File: config.mk
export PLATFORM = sky130hd
export DESIGN_NAME = wriu_regfile
export DESIGN_NICKNAME = d
export VERILOG_FILES = /design/src/hdl/wriu_pkg.sv /design/src/hdl/wriu_regfile.sv
export SDC_FILE = /design/constraint.sdc
export NUM_CORES = 2
export LEC_CHECK = 0
export BUFFER_PORTS_ARGS = -buffer_cell sky130_fd_sc_hd__buf_4
export CAP_MARGIN = 20
export CORE_ASPECT_RATIO = 2
export CORE_MARGIN = 2
export CORE_UTILIZATION = 40
export CTS_CLUSTER_DIAMETER = 200
export DETAILED_ROUTE_END_ITERATION = 8
export PLACE_DENSITY = 0.66
export SETUP_SLACK_MARGIN = 0.2
export SYNTH_ARGS = -nofsm -noshare
export SYNTH_HDL_FRONTEND = slang
export SYNTH_SLANG_ARGS = --single-unit
File: constraint.sdc
create_clock -name clk_in -period 9.5 [get_ports clk_in]
set_input_delay 0.475 -clock clk_in [delete_from_list [all_inputs] [get_ports clk_in]]
set_output_delay 0.475 -clock clk_in [all_outputs]
set_load 0.05 [all_outputs]
File: src/hdl/wriu_pkg.sv
/*
  Shared constants and types of the working register block.
  Assumes one core clock and the core reset; no software access.
*/
package wriu_pkg;

  // ----------------------------------------------------------------
  // Register file shape
  // ----------------------------------------------------------------
  localparam int WRIU_NUM_REGS  = 16;        // Working registers
  localparam int WRIU_REG_WIDTH = 16;        // Bits per register

  // ----------------------------------------------------------------
  // Fixed register roles
  // ----------------------------------------------------------------
  localparam logic [3:0] IDX_DEFAULT = 4'h0; // Default working register
  localparam logic [3:0] IDX_PROD_LO = 4'h2; // Legacy product low word
  localparam logic [3:0] IDX_PROD_HI = 4'h3; // Legacy product high word
  localparam logic [3:0] IDX_MAC_OP  = 4'h4; // First multiplicand register
  localparam logic [3:0] IDX_PTR_X   = 4'h8; // First X prefetch pointer
  localparam logic [3:0] IDX_PTR_Y   = 4'ha; // First Y prefetch pointer
  localparam logic [3:0] IDX_OFFSET  = 4'hc; // Prefetch offset index
  localparam logic [3:0] IDX_WB      = 4'hd; // Accumulator write-back
  localparam logic [3:0] IDX_FP      = 4'he; // Frame pointer
  localparam logic [3:0] IDX_SP      = 4'hf; // Stack pointer

  // ----------------------------------------------------------------
  // Encodings, steps and reset values
  // ----------------------------------------------------------------
  localparam logic [1:0]  SIGN_SIGNED   = 2'h0;    // Both signed
  localparam logic [1:0]  SIGN_UNSIGNED = 2'h1;    // Both unsigned
  localparam logic [1:0]  SIGN_MIXED    = 2'h2;    // Sign by register
  localparam logic [15:0] STACK_STEP    = 16'h0002; // One word on stack
  localparam logic [15:0] CALL_STEP     = 16'h0004; // Return address
  localparam logic [15:0] WORD_RESET    = 16'h0000; // Register reset value

  // Operations presented by the core decoder
  typedef enum logic [4:0] {
    op_nop, op_wr_word, op_rd_word, op_ld_dflt, op_st_dflt, op_lmul,
    op_mul_pair, op_acc_read,
    op_clr, op_dist, op_dist_acc, op_mac, op_pstore, op_mpy, op_mpy_neg,
    op_msub,
    op_push, op_pop, op_call, op_relative_call_op, op_trap, op_ret, op_ret_int,
    op_ret_lit, op_link, op_unlink
  } wriu_op_t;

  // Whole state of the block
  typedef struct packed {
    logic [WRIU_NUM_REGS-1:0][WRIU_REG_WIDTH-1:0] w; // Register array
    logic [15:0] rd;     // Read data
    logic [31:0] prod;   // Multiplier result
    logic [15:0] maddr;  // Stack or frame memory address
    logic [15:0] xaddr;  // X prefetch address
    logic [15:0] yaddr;  // Y prefetch address
    logic        done;   // Operation finished
  } wriu_state_t;

endpackage

File: src/hdl/wriu_regfile.sv
/*
  Working register array of the core with its implied register roles:
  multiply-accumulate operands, prefetch pointers, offset, write-back,
  frame and stack pointers, default register and legacy product pair.
  Assumes a decoder on the same clock presents one operation per
  enabled cycle and supplies memory data on file_data_in.
*/
`timescale 1ns/1ps

module wriu_regfile
  import wriu_pkg::*;
(
  input  wire logic        clk_in,          // Core clock
  input  wire logic        rst_in,          // Async reset, high
  input  wire logic        ce_in,           // Clock enable
  input  wire logic        op_valid_in,     // Operation present
  input  wire wriu_op_t    op_in,           // Operation code
  input  wire logic        byte_in,         // Byte mode
  input  wire logic [3:0]  reg_a_in,        // Source register
  input  wire logic [3:0]  reg_b_in,        // Second source
  input  wire logic [3:0]  dst_in,          // Destination register
  input  wire logic [15:0] file_data_in,    // Memory data
  input  wire logic [15:0] frame_lit_in,    // Frame size literal
  input  wire logic [1:0]  pair_unsigned_in, // Unsigned a, b
  input  wire logic        acc_dest_in,     // Product to accumulator
  input  wire logic [1:0]  multiply_sign_select_in, // MAC signs
  input  wire logic [1:0]  x_op_sel_in,     // Operand W4..W7
  input  wire logic [1:0]  y_op_sel_in,     // Operand W4..W7
  input  wire logic        px_en_in,        // X prefetch
  input  wire logic        px_sel_in,       // W8 or W9
  input  wire logic        px_off_in,       // Add W12
  input  wire logic [15:0] px_step_in,      // X post-modify
  input  wire logic        py_en_in,        // Y prefetch
  input  wire logic        py_sel_in,       // W10 or W11
  input  wire logic        py_off_in,       // Add W12
  input  wire logic [15:0] py_step_in,      // Y post-modify
  input  wire logic        wb_en_in,        // Write-back enable
  input  wire logic [15:0] acc_wb_data_in,  // Write-back data
  output logic      [15:0] rd_data_out,     // Read data
  output logic      [31:0] prod_out,        // Product
  output logic      [15:0] mem_addr_out,    // Stack address
  output logic      [15:0] x_addr_out,      // X prefetch address
  output logic      [15:0] y_addr_out,      // Y prefetch address
  output logic      [15:0] stack_ptr_out,   // Current W15
  output logic      [15:0] frame_ptr_out,   // Current W14
  output logic             done_out         // Finished pulse
);

  // ----------------------------------------------------------------
  // Helpers
  // ----------------------------------------------------------------

  // Multiplier with 17-bit operands; upper bit is sign or zero
  function automatic logic [31:0] mul17(input logic [15:0] a,
                                        input logic ua,
                                        input logic [15:0] b,
                                        input logic ub);
    logic signed [16:0] sa;
    logic signed [16:0] sb;
    logic signed [33:0] p;
    sa = $signed({~ua & a[15], a});
    sb = $signed({~ub & b[15], b});
    p  = sa * sb;
    return p[31:0];
  endfunction

  // Unsigned flag of a multiplicand picked from W4..W7
  function automatic logic mac_uns(input logic [1:0] us,
                                   input logic [1:0] sel);
    logic u;
    u = 1'b0;
    if (us == SIGN_UNSIGNED) begin
      u = 1'b1;
    end else if (us == SIGN_MIXED) begin
      u = ~sel[0];
    end
    return u;
  endfunction

  // ----------------------------------------------------------------
  // State
  // ----------------------------------------------------------------
  wriu_state_t r;        // Registered state
  wriu_state_t n;        // Next state
  logic        go;       // Operation taken this cycle
  logic        is_mac;   // MAC group member
  logic [3:0]  xi;       // X multiplicand index
  logic [3:0]  yi;       // Y multiplicand index
  logic [3:0]  pxi;      // X pointer index
  logic [3:0]  pyi;      // Y pointer index
  logic [3:0]  ev;       // Even pair base

  assign go  = ce_in && op_valid_in;
  assign is_mac = (op_in inside {op_clr, op_dist, op_dist_acc, op_mac,
                   op_pstore, op_mpy, op_mpy_neg, op_msub});
  assign xi  = IDX_MAC_OP + {2'b00, x_op_sel_in};
  assign yi  = IDX_MAC_OP + {2'b00, y_op_sel_in};
  assign pxi = IDX_PTR_X + {3'b000, px_sel_in};
  assign pyi = IDX_PTR_Y + {3'b000, py_sel_in};
  assign ev  = {dst_in[3:1], 1'b0};

  // ----------------------------------------------------------------
  // Next-state logic
  // ----------------------------------------------------------------

  // One operation per enabled cycle; all state holds while disabled
  always_comb begin
    n = r;
    if (ce_in) begin
      n.done = 1'b0;
    end
    if (go) begin
      n.done = 1'b1;
      unique case (op_in)
        op_nop: begin
          n.done = 1'b0;
        end
        // Word move from memory, any destination incl. W14/W15
        op_wr_word: begin
          n.w[dst_in] = file_data_in;
        end
        // Word move to memory, any source
        op_rd_word: begin
          n.rd = r.w[reg_a_in];
        end
        // Byte or word load into the default register
        op_ld_dflt: begin
          if (byte_in) begin
            n.w[IDX_DEFAULT][7:0] = file_data_in[7:0];
          end else begin
            n.w[IDX_DEFAULT] = file_data_in;
          end
        end
        // Byte or word store from the default register
        op_st_dflt: begin
          if (byte_in) begin
            n.rd = {8'h00, r.w[IDX_DEFAULT][7:0]};
          end else begin
            n.rd = r.w[IDX_DEFAULT];
          end
        end
        // Legacy unsigned multiply of memory by default register
        op_lmul: begin
          if (byte_in) begin
            n.w[IDX_PROD_LO] = {8'h00, r.w[IDX_DEFAULT][7:0]}
                             * {8'h00, file_data_in[7:0]};
          end else begin
            n.prod = mul17(r.w[IDX_DEFAULT], 1'b1, file_data_in, 1'b1);
            n.w[IDX_PROD_LO] = n.prod[15:0];
            n.w[IDX_PROD_HI] = n.prod[31:16];
          end
        end
        // General multiply into an even pair or the accumulator
        op_mul_pair: begin
          n.prod = mul17(r.w[reg_a_in], pair_unsigned_in[1],
                         r.w[reg_b_in], pair_unsigned_in[0]);
          if (!acc_dest_in) begin
            n.w[ev]        = n.prod[15:0];
            n.w[ev | 4'h1] = n.prod[31:16];
          end
        end
        // Accumulator class reads any register
        op_acc_read: begin
          n.rd = r.w[reg_a_in];
        end
        // MAC group: fixed operands, pointers, offset, write-back
        op_clr, op_dist, op_dist_acc, op_mac, op_pstore, op_mpy,
        op_mpy_neg, op_msub: begin
          if (op_in != op_clr && op_in != op_pstore) begin
            n.prod = mul17(r.w[xi], mac_uns(multiply_sign_select_in,
                           x_op_sel_in), r.w[yi],
                           mac_uns(multiply_sign_select_in,
                           y_op_sel_in));
          end
          if (px_en_in) begin
            if (px_off_in) begin
              n.xaddr = r.w[pxi] + r.w[IDX_OFFSET];
            end else begin
              n.xaddr = r.w[pxi];
              n.w[pxi] = r.w[pxi] + px_step_in;
            end
          end
          if (py_en_in) begin
            if (py_off_in) begin
              n.yaddr = r.w[pyi] + r.w[IDX_OFFSET];
            end else begin
              n.yaddr = r.w[pyi];
              n.w[pyi] = r.w[pyi] + py_step_in;
            end
          end
          if (wb_en_in) begin
            n.w[IDX_WB] = acc_wb_data_in;
          end
        end
        // Push a register; pointer grows by one word
        op_push: begin
          n.maddr = r.w[IDX_SP];
          n.rd    = r.w[reg_a_in];
          n.w[IDX_SP] = r.w[IDX_SP] + STACK_STEP;
        end
        // Pop into a register; pointer update wins on W15
        op_pop: begin
          n.maddr = r.w[IDX_SP] - STACK_STEP;
          n.w[dst_in] = file_data_in;
          n.w[IDX_SP] = r.w[IDX_SP] - STACK_STEP;
        end
        // Calls and traps stack a two-word return address
        op_call, op_relative_call_op, op_trap: begin
          n.maddr = r.w[IDX_SP];
          n.w[IDX_SP] = r.w[IDX_SP] + CALL_STEP;
        end
        // Returns unstack the return address
        op_ret, op_ret_int, op_ret_lit: begin
          n.maddr = r.w[IDX_SP] - CALL_STEP;
          n.w[IDX_SP] = r.w[IDX_SP] - CALL_STEP;
        end
        // Save frame pointer, open a frame of the literal size
        op_link: begin
          n.maddr = r.w[IDX_SP];
          n.rd    = r.w[IDX_FP];
          n.w[IDX_FP] = r.w[IDX_SP] + STACK_STEP;
          n.w[IDX_SP] = r.w[IDX_SP] + STACK_STEP + frame_lit_in;
        end
        // Drop the frame; saved frame pointer arrives on memory data
        op_unlink: begin
          n.maddr = r.w[IDX_FP] - STACK_STEP;
          n.w[IDX_SP] = r.w[IDX_FP] - STACK_STEP;
          n.w[IDX_FP] = file_data_in;
        end
        default: begin
          n.done = 1'b0;
        end
      endcase
    end
  end

  // ----------------------------------------------------------------
  // State register
  // ----------------------------------------------------------------

  // Reset clears every register to a known value
  always_ff @(posedge clk_in or posedge rst_in) begin
    if (rst_in) begin
      r <= '0;
    end else begin
      r <= n;
    end
  end

  assign rd_data_out   = r.rd;
  assign prod_out      = r.prod;
  assign mem_addr_out  = r.maddr;
  assign x_addr_out    = r.xaddr;
  assign y_addr_out    = r.yaddr;
  assign stack_ptr_out = r.w[IDX_SP];
  assign frame_ptr_out = r.w[IDX_FP];
  assign done_out      = r.done;
endmodule

==> parameters.txt <==
Parameter                              Value

Floorplanning
  Die span in x ... 278.9 µm
  Total Die Area ... between 150,000 and 200,000 µm²
  Area of the core ... 149,900 µm²
  Number of placement rows ... around 200
  Initial Utilization ... about 40%
  Ports placed on the boundary ... between 200 and 250
  DIE HEIGHT ... approximately 550 µm

CTS
  Clock root buffer master ... sky130_fd_sc_hd__clkbuf_16
  Latest clock arrival within the worst-skew pair ... around 0.66 ns
  Cts bufs inserted ... 37
  Clock tree from TritonCTS ... done
  Max Buffers Root-to-Sink ... 3
  H-tree depth ... 2
  Post-cts repair resize count ... 0
  Worst-path clk slew ... roughly 0.070 ns
  Clock sink total ... ~350

Synth
  Seq cells post-synth ... roughly 350
  Average footprint of a synthesized cell ... ~9 µm²
  Cell area after synthesis ... ~60,000 µm²
  Netlist cell types ... 79
  Share of flip-flops with an asynchronous set or reset after synthesis ... 100.0%
  Predominant post-synthesis flop cell ... sky130_fd_sc_hd__dfrtp_1
  Syn Inst Count ... 6,774
  Number of warnings reported in the yosys synthesis log ... 0
  Area share of the largest cell type after synthesis ... 26.46%
  Post-synth EDFFs ... 0
  Cell type contributing the most total cell area after synthesis ... sky130_fd_sc_hd__fa_1
  Top area cells in the synthesized netlist ... sky130_fd_sc_hd__fa_1, sky130_fd_sc_hd__dfrtp_1, sky130_fd_sc_hd__ha_1
  Register area share after synthesis ... 14.61%
  Net count after synthesis ... between 8,000 and 9,000

Timing
  Final worst-path cycle share ... between 90 and 100%
  Accumulated negative setup slack ... 0 ns
  Number of pins exceeding their max-slew limit in the final report ... 0
  Total of endpoints with negative setup slack in the final report ... 0
  Minimum period implied by the final worst setup slack ... around 9 ns
  RSZ-0062 raised after global routing ... no
  Worst hold margin ... between 0.04 and 0.05 ns
  Worst setup skew after layout ... approximately 0.042 ns
  Endpoints failing hold ... 0
  Relative slew slack ... 18.51%
  Fmax achieved ... roughly 110 MHz
  Worst-Margin Slew ... roughly 1.2 ns
  Minimum setup slack in the final design ... roughly 0.63 ns

Drt
  Antenna-violating nets left ... 0
  Total via count after detailed routing ... between 50,000 and 60,000
  DR DRC count ... 0
  Post-detailed-route wirelength per cell ... 33.48 µm
  Detail-routed via count per cell ... 6.345
  Drt initial violations ... between 6,000 and 7,000
  Iteration count of the initial detailed-routing pass ... 9
  DRT Wirelength ... slightly below 300,000 µm

Placement
  DP Wirelength ... about 220,000 µm
  Total placed cells including tap cells ... around 8,600
  RD Place Congestion ... approximately 1.1
  Port Buffer Count ... approximately 250
  Setup slack at placement ... approximately 0.33 ns
  Cell area after placement ... 63,980 µm²

Power and ir drop
  Worst ir drop on vdd ... 0.0005768 V
  Pwr Total ... roughly 21 mW
  Power per cell area ... roughly 320 nW/µm²
  Cell leakage power ... approximately 30 nW

GRT
  Total GRT Usage ... between 30% and 40%
  Largest net degree at the start of global routing ... ~160
  Overflow after GRT ... 0
  Vias in the first global route ... 57,890
  Antenna violations before repair ... 40
  Global-route wire length before repair ... 416,000 µm

Layout
  Post-route design area ... between 60,000 and 70,000 µm²
  Final cell count without fillers ... roughly 8,700
  Signed area change from the synthesized netlist to the final layout ... 8.315%
  Net count reported at finish ... between 8,000 and 9,000
  Core utilization of the finished layout ... about 44%
  Share of post-route cells with drive strength above 1 ... between 10% and 20%

Run status
  Run status ... finished clean

Worst hold path
  Class of the tightest hold or removal check ... in2reg

Worst setup path
  Path type of the worst setup path ... reg2reg
  Maximum cell stage delay along the critical path ... 0.70 ns
  Worst endpoint required time ... 10.06 ns
  Cell family with most CP delay ... adder cells
  Worst-path fanout max ... 17
  Buf/Inv on CP ... 8
  Critical Path AT ... about 9.4 ns
  Element type at the critical path start ... flip-flop
  Kind of capture point of the worst setup path ... flip-flop
  Crit-path slowest cell ... sky130_fd_sc_hd__dfrtp_1

Run
  Max cap viols ... 0
==> report_power, final <==
part           internal [mW]  leakage, nW  switching (mW)
Sequential              1.85         4.63           0.805
Clock                  0.914        0.624           0.772
Combinational           5.68         24.8            11.0
==> cells by family after synthesis <==
kind of cell,count (synthesis),synth area share (%)
adder cells (fa/ha/maj),1183,34.41
AND/OR/NAND/NOR,1868,14.03
XOR/XNOR,201,2.937
multiplexers,349,9.634
flip-flops,353,14.61
buffers and inverters,1471,9.967
AO/OA/AOI/OAI,1349,14.40
==> per-layer routing <==
layer / up-vias / GRT usage (%) / wire [µm]
met4: 14 / 36.61 / 34440
met1: 28030 / 39.54 / 93120
met3: 1264 / 9.617 / 26730
li1: 22490 / - / -
met5: - / 0 / 88
met2: 3485 / 61.67 / 137300
==> what timing repair did <==
item	4_1_cts	5_1_grt
endpoints found under the setup margin	0	1
hold buffers	1	0
endpoints found under the hold margin	16	0
buffers inserted	0	2
==> path summary, 6_finish.rpt <==
check / startpoint / slack [ns] / endpoint / cells after the start
setup / recovery: flip-flop / 0.63 / flip-flop / 27
hold / removal: ce_in / 0.05 / done_out$_DFFE_PP0P_ / 2
setup reg to reg: flip-flop / 0.63 / flip-flop / 27
hold reg to reg: x_addr_out[8]$_DFFE_PP0P_ / 0.48 / x_addr_out[8]$_DFFE_PP0P_ / 1
max in group asynchronous: rst_in / 6.73 / x_addr_out[11]$_DFFE_PP0P_ / 5
min in group asynchronous: rst_in / 0.52 / async pin / 3
==> cell usage in the layout, fill, tap and decap left out, types with 42 or more instances in the layout <==
master | synthesis | layout
sky130_fd_sc_hd__o22ai_1 | 92 | 92
sky130_fd_sc_hd__a21oi_1 | 305 | 302
sky130_fd_sc_hd__o21ai_0 | 376 | 369
sky130_fd_sc_hd__mux2i_1 | 107 | 107
sky130_fd_sc_hd__dfrtp_1 | 353 | 353
sky130_fd_sc_hd__nor2_1 | 361 | 356
sky130_fd_sc_hd__a22o_1 | 42 | 42
sky130_fd_sc_hd__mux2_2 | 62 | 62
sky130_fd_sc_hd__and2_1 | 257 | 257
sky130_fd_sc_hd__buf_4 | 129 | 425
sky130_fd_sc_hd__inv_1 | 942 | 941
sky130_fd_sc_hd__xnor2_1 | 135 | 129
sky130_fd_sc_hd__nor3_1 | 68 | 67
sky130_fd_sc_hd__a21o_1 | 56 | 56
sky130_fd_sc_hd__nor2b_1 | 49 | 49
sky130_fd_sc_hd__fa_1 | 799 | 799
sky130_fd_sc_hd__a22oi_1 | 58 | 58
sky130_fd_sc_hd__nand2b_1 | 51 | 51
sky130_fd_sc_hd__ha_1 | 384 | 383
sky130_fd_sc_hd__nand2_1 | 882 | 881
sky130_fd_sc_hd__nand3_1 | 63 | 61
sky130_fd_sc_hd__xor2_1 | 64 | 63
sky130_fd_sc_hd__mux4_2 | 180 | 180
sky130_fd_sc_hd__a222oi_1 | 61 | 61
==> cell usage after synthesis (37+ instances only) <==
| library cell | count |
|---|---|
| sky130_fd_sc_hd__a21o_1 | 56 |
| sky130_fd_sc_hd__a21oi_1 | 305 |
| sky130_fd_sc_hd__a222oi_1 | 61 |
| sky130_fd_sc_hd__a22o_1 | 42 |
| sky130_fd_sc_hd__a22oi_1 | 58 |
| sky130_fd_sc_hd__a31oi_1 | 37 |
| sky130_fd_sc_hd__and2_1 | 257 |
| sky130_fd_sc_hd__and3_1 | 41 |
| sky130_fd_sc_hd__buf_4 | 129 |
| sky130_fd_sc_hd__clkbuf_1 | 350 |
| sky130_fd_sc_hd__dfrtp_1 | 353 |
| sky130_fd_sc_hd__fa_1 | 799 |
| sky130_fd_sc_hd__ha_1 | 384 |
| sky130_fd_sc_hd__inv_1 | 942 |
| sky130_fd_sc_hd__mux2_2 | 62 |
| sky130_fd_sc_hd__mux2i_1 | 107 |
| sky130_fd_sc_hd__mux4_2 | 180 |
| sky130_fd_sc_hd__nand2_1 | 882 |
| sky130_fd_sc_hd__nand2b_1 | 51 |
| sky130_fd_sc_hd__nand3_1 | 63 |
| sky130_fd_sc_hd__nor2_1 | 361 |
| sky130_fd_sc_hd__nor2b_1 | 49 |
| sky130_fd_sc_hd__nor3_1 | 68 |
| sky130_fd_sc_hd__o21a_1 | 41 |
| sky130_fd_sc_hd__o21ai_0 | 376 |
| sky130_fd_sc_hd__o22ai_1 | 92 |
| sky130_fd_sc_hd__xnor2_1 | 135 |
| sky130_fd_sc_hd__xor2_1 | 64 |
==> final cells by class <==
| type | instances | area, µm² |
|---|---|---|
| diodes | 26 | 65.06 |
| clock buffers | 49 | 1031 |
| clock inverters | 17 | 256.5 |
| fillers | 14770 | 84420 |
| inverters | 943 | 3543 |
| multi-input cells | 4950 | 45750 |
| flip-flops and latches | 353 | 8833 |
| well taps | 1928 | 2412 |
| repair buffers | 446 | 3573 |
Note: power is estimated with default switching activity, not from simulation.
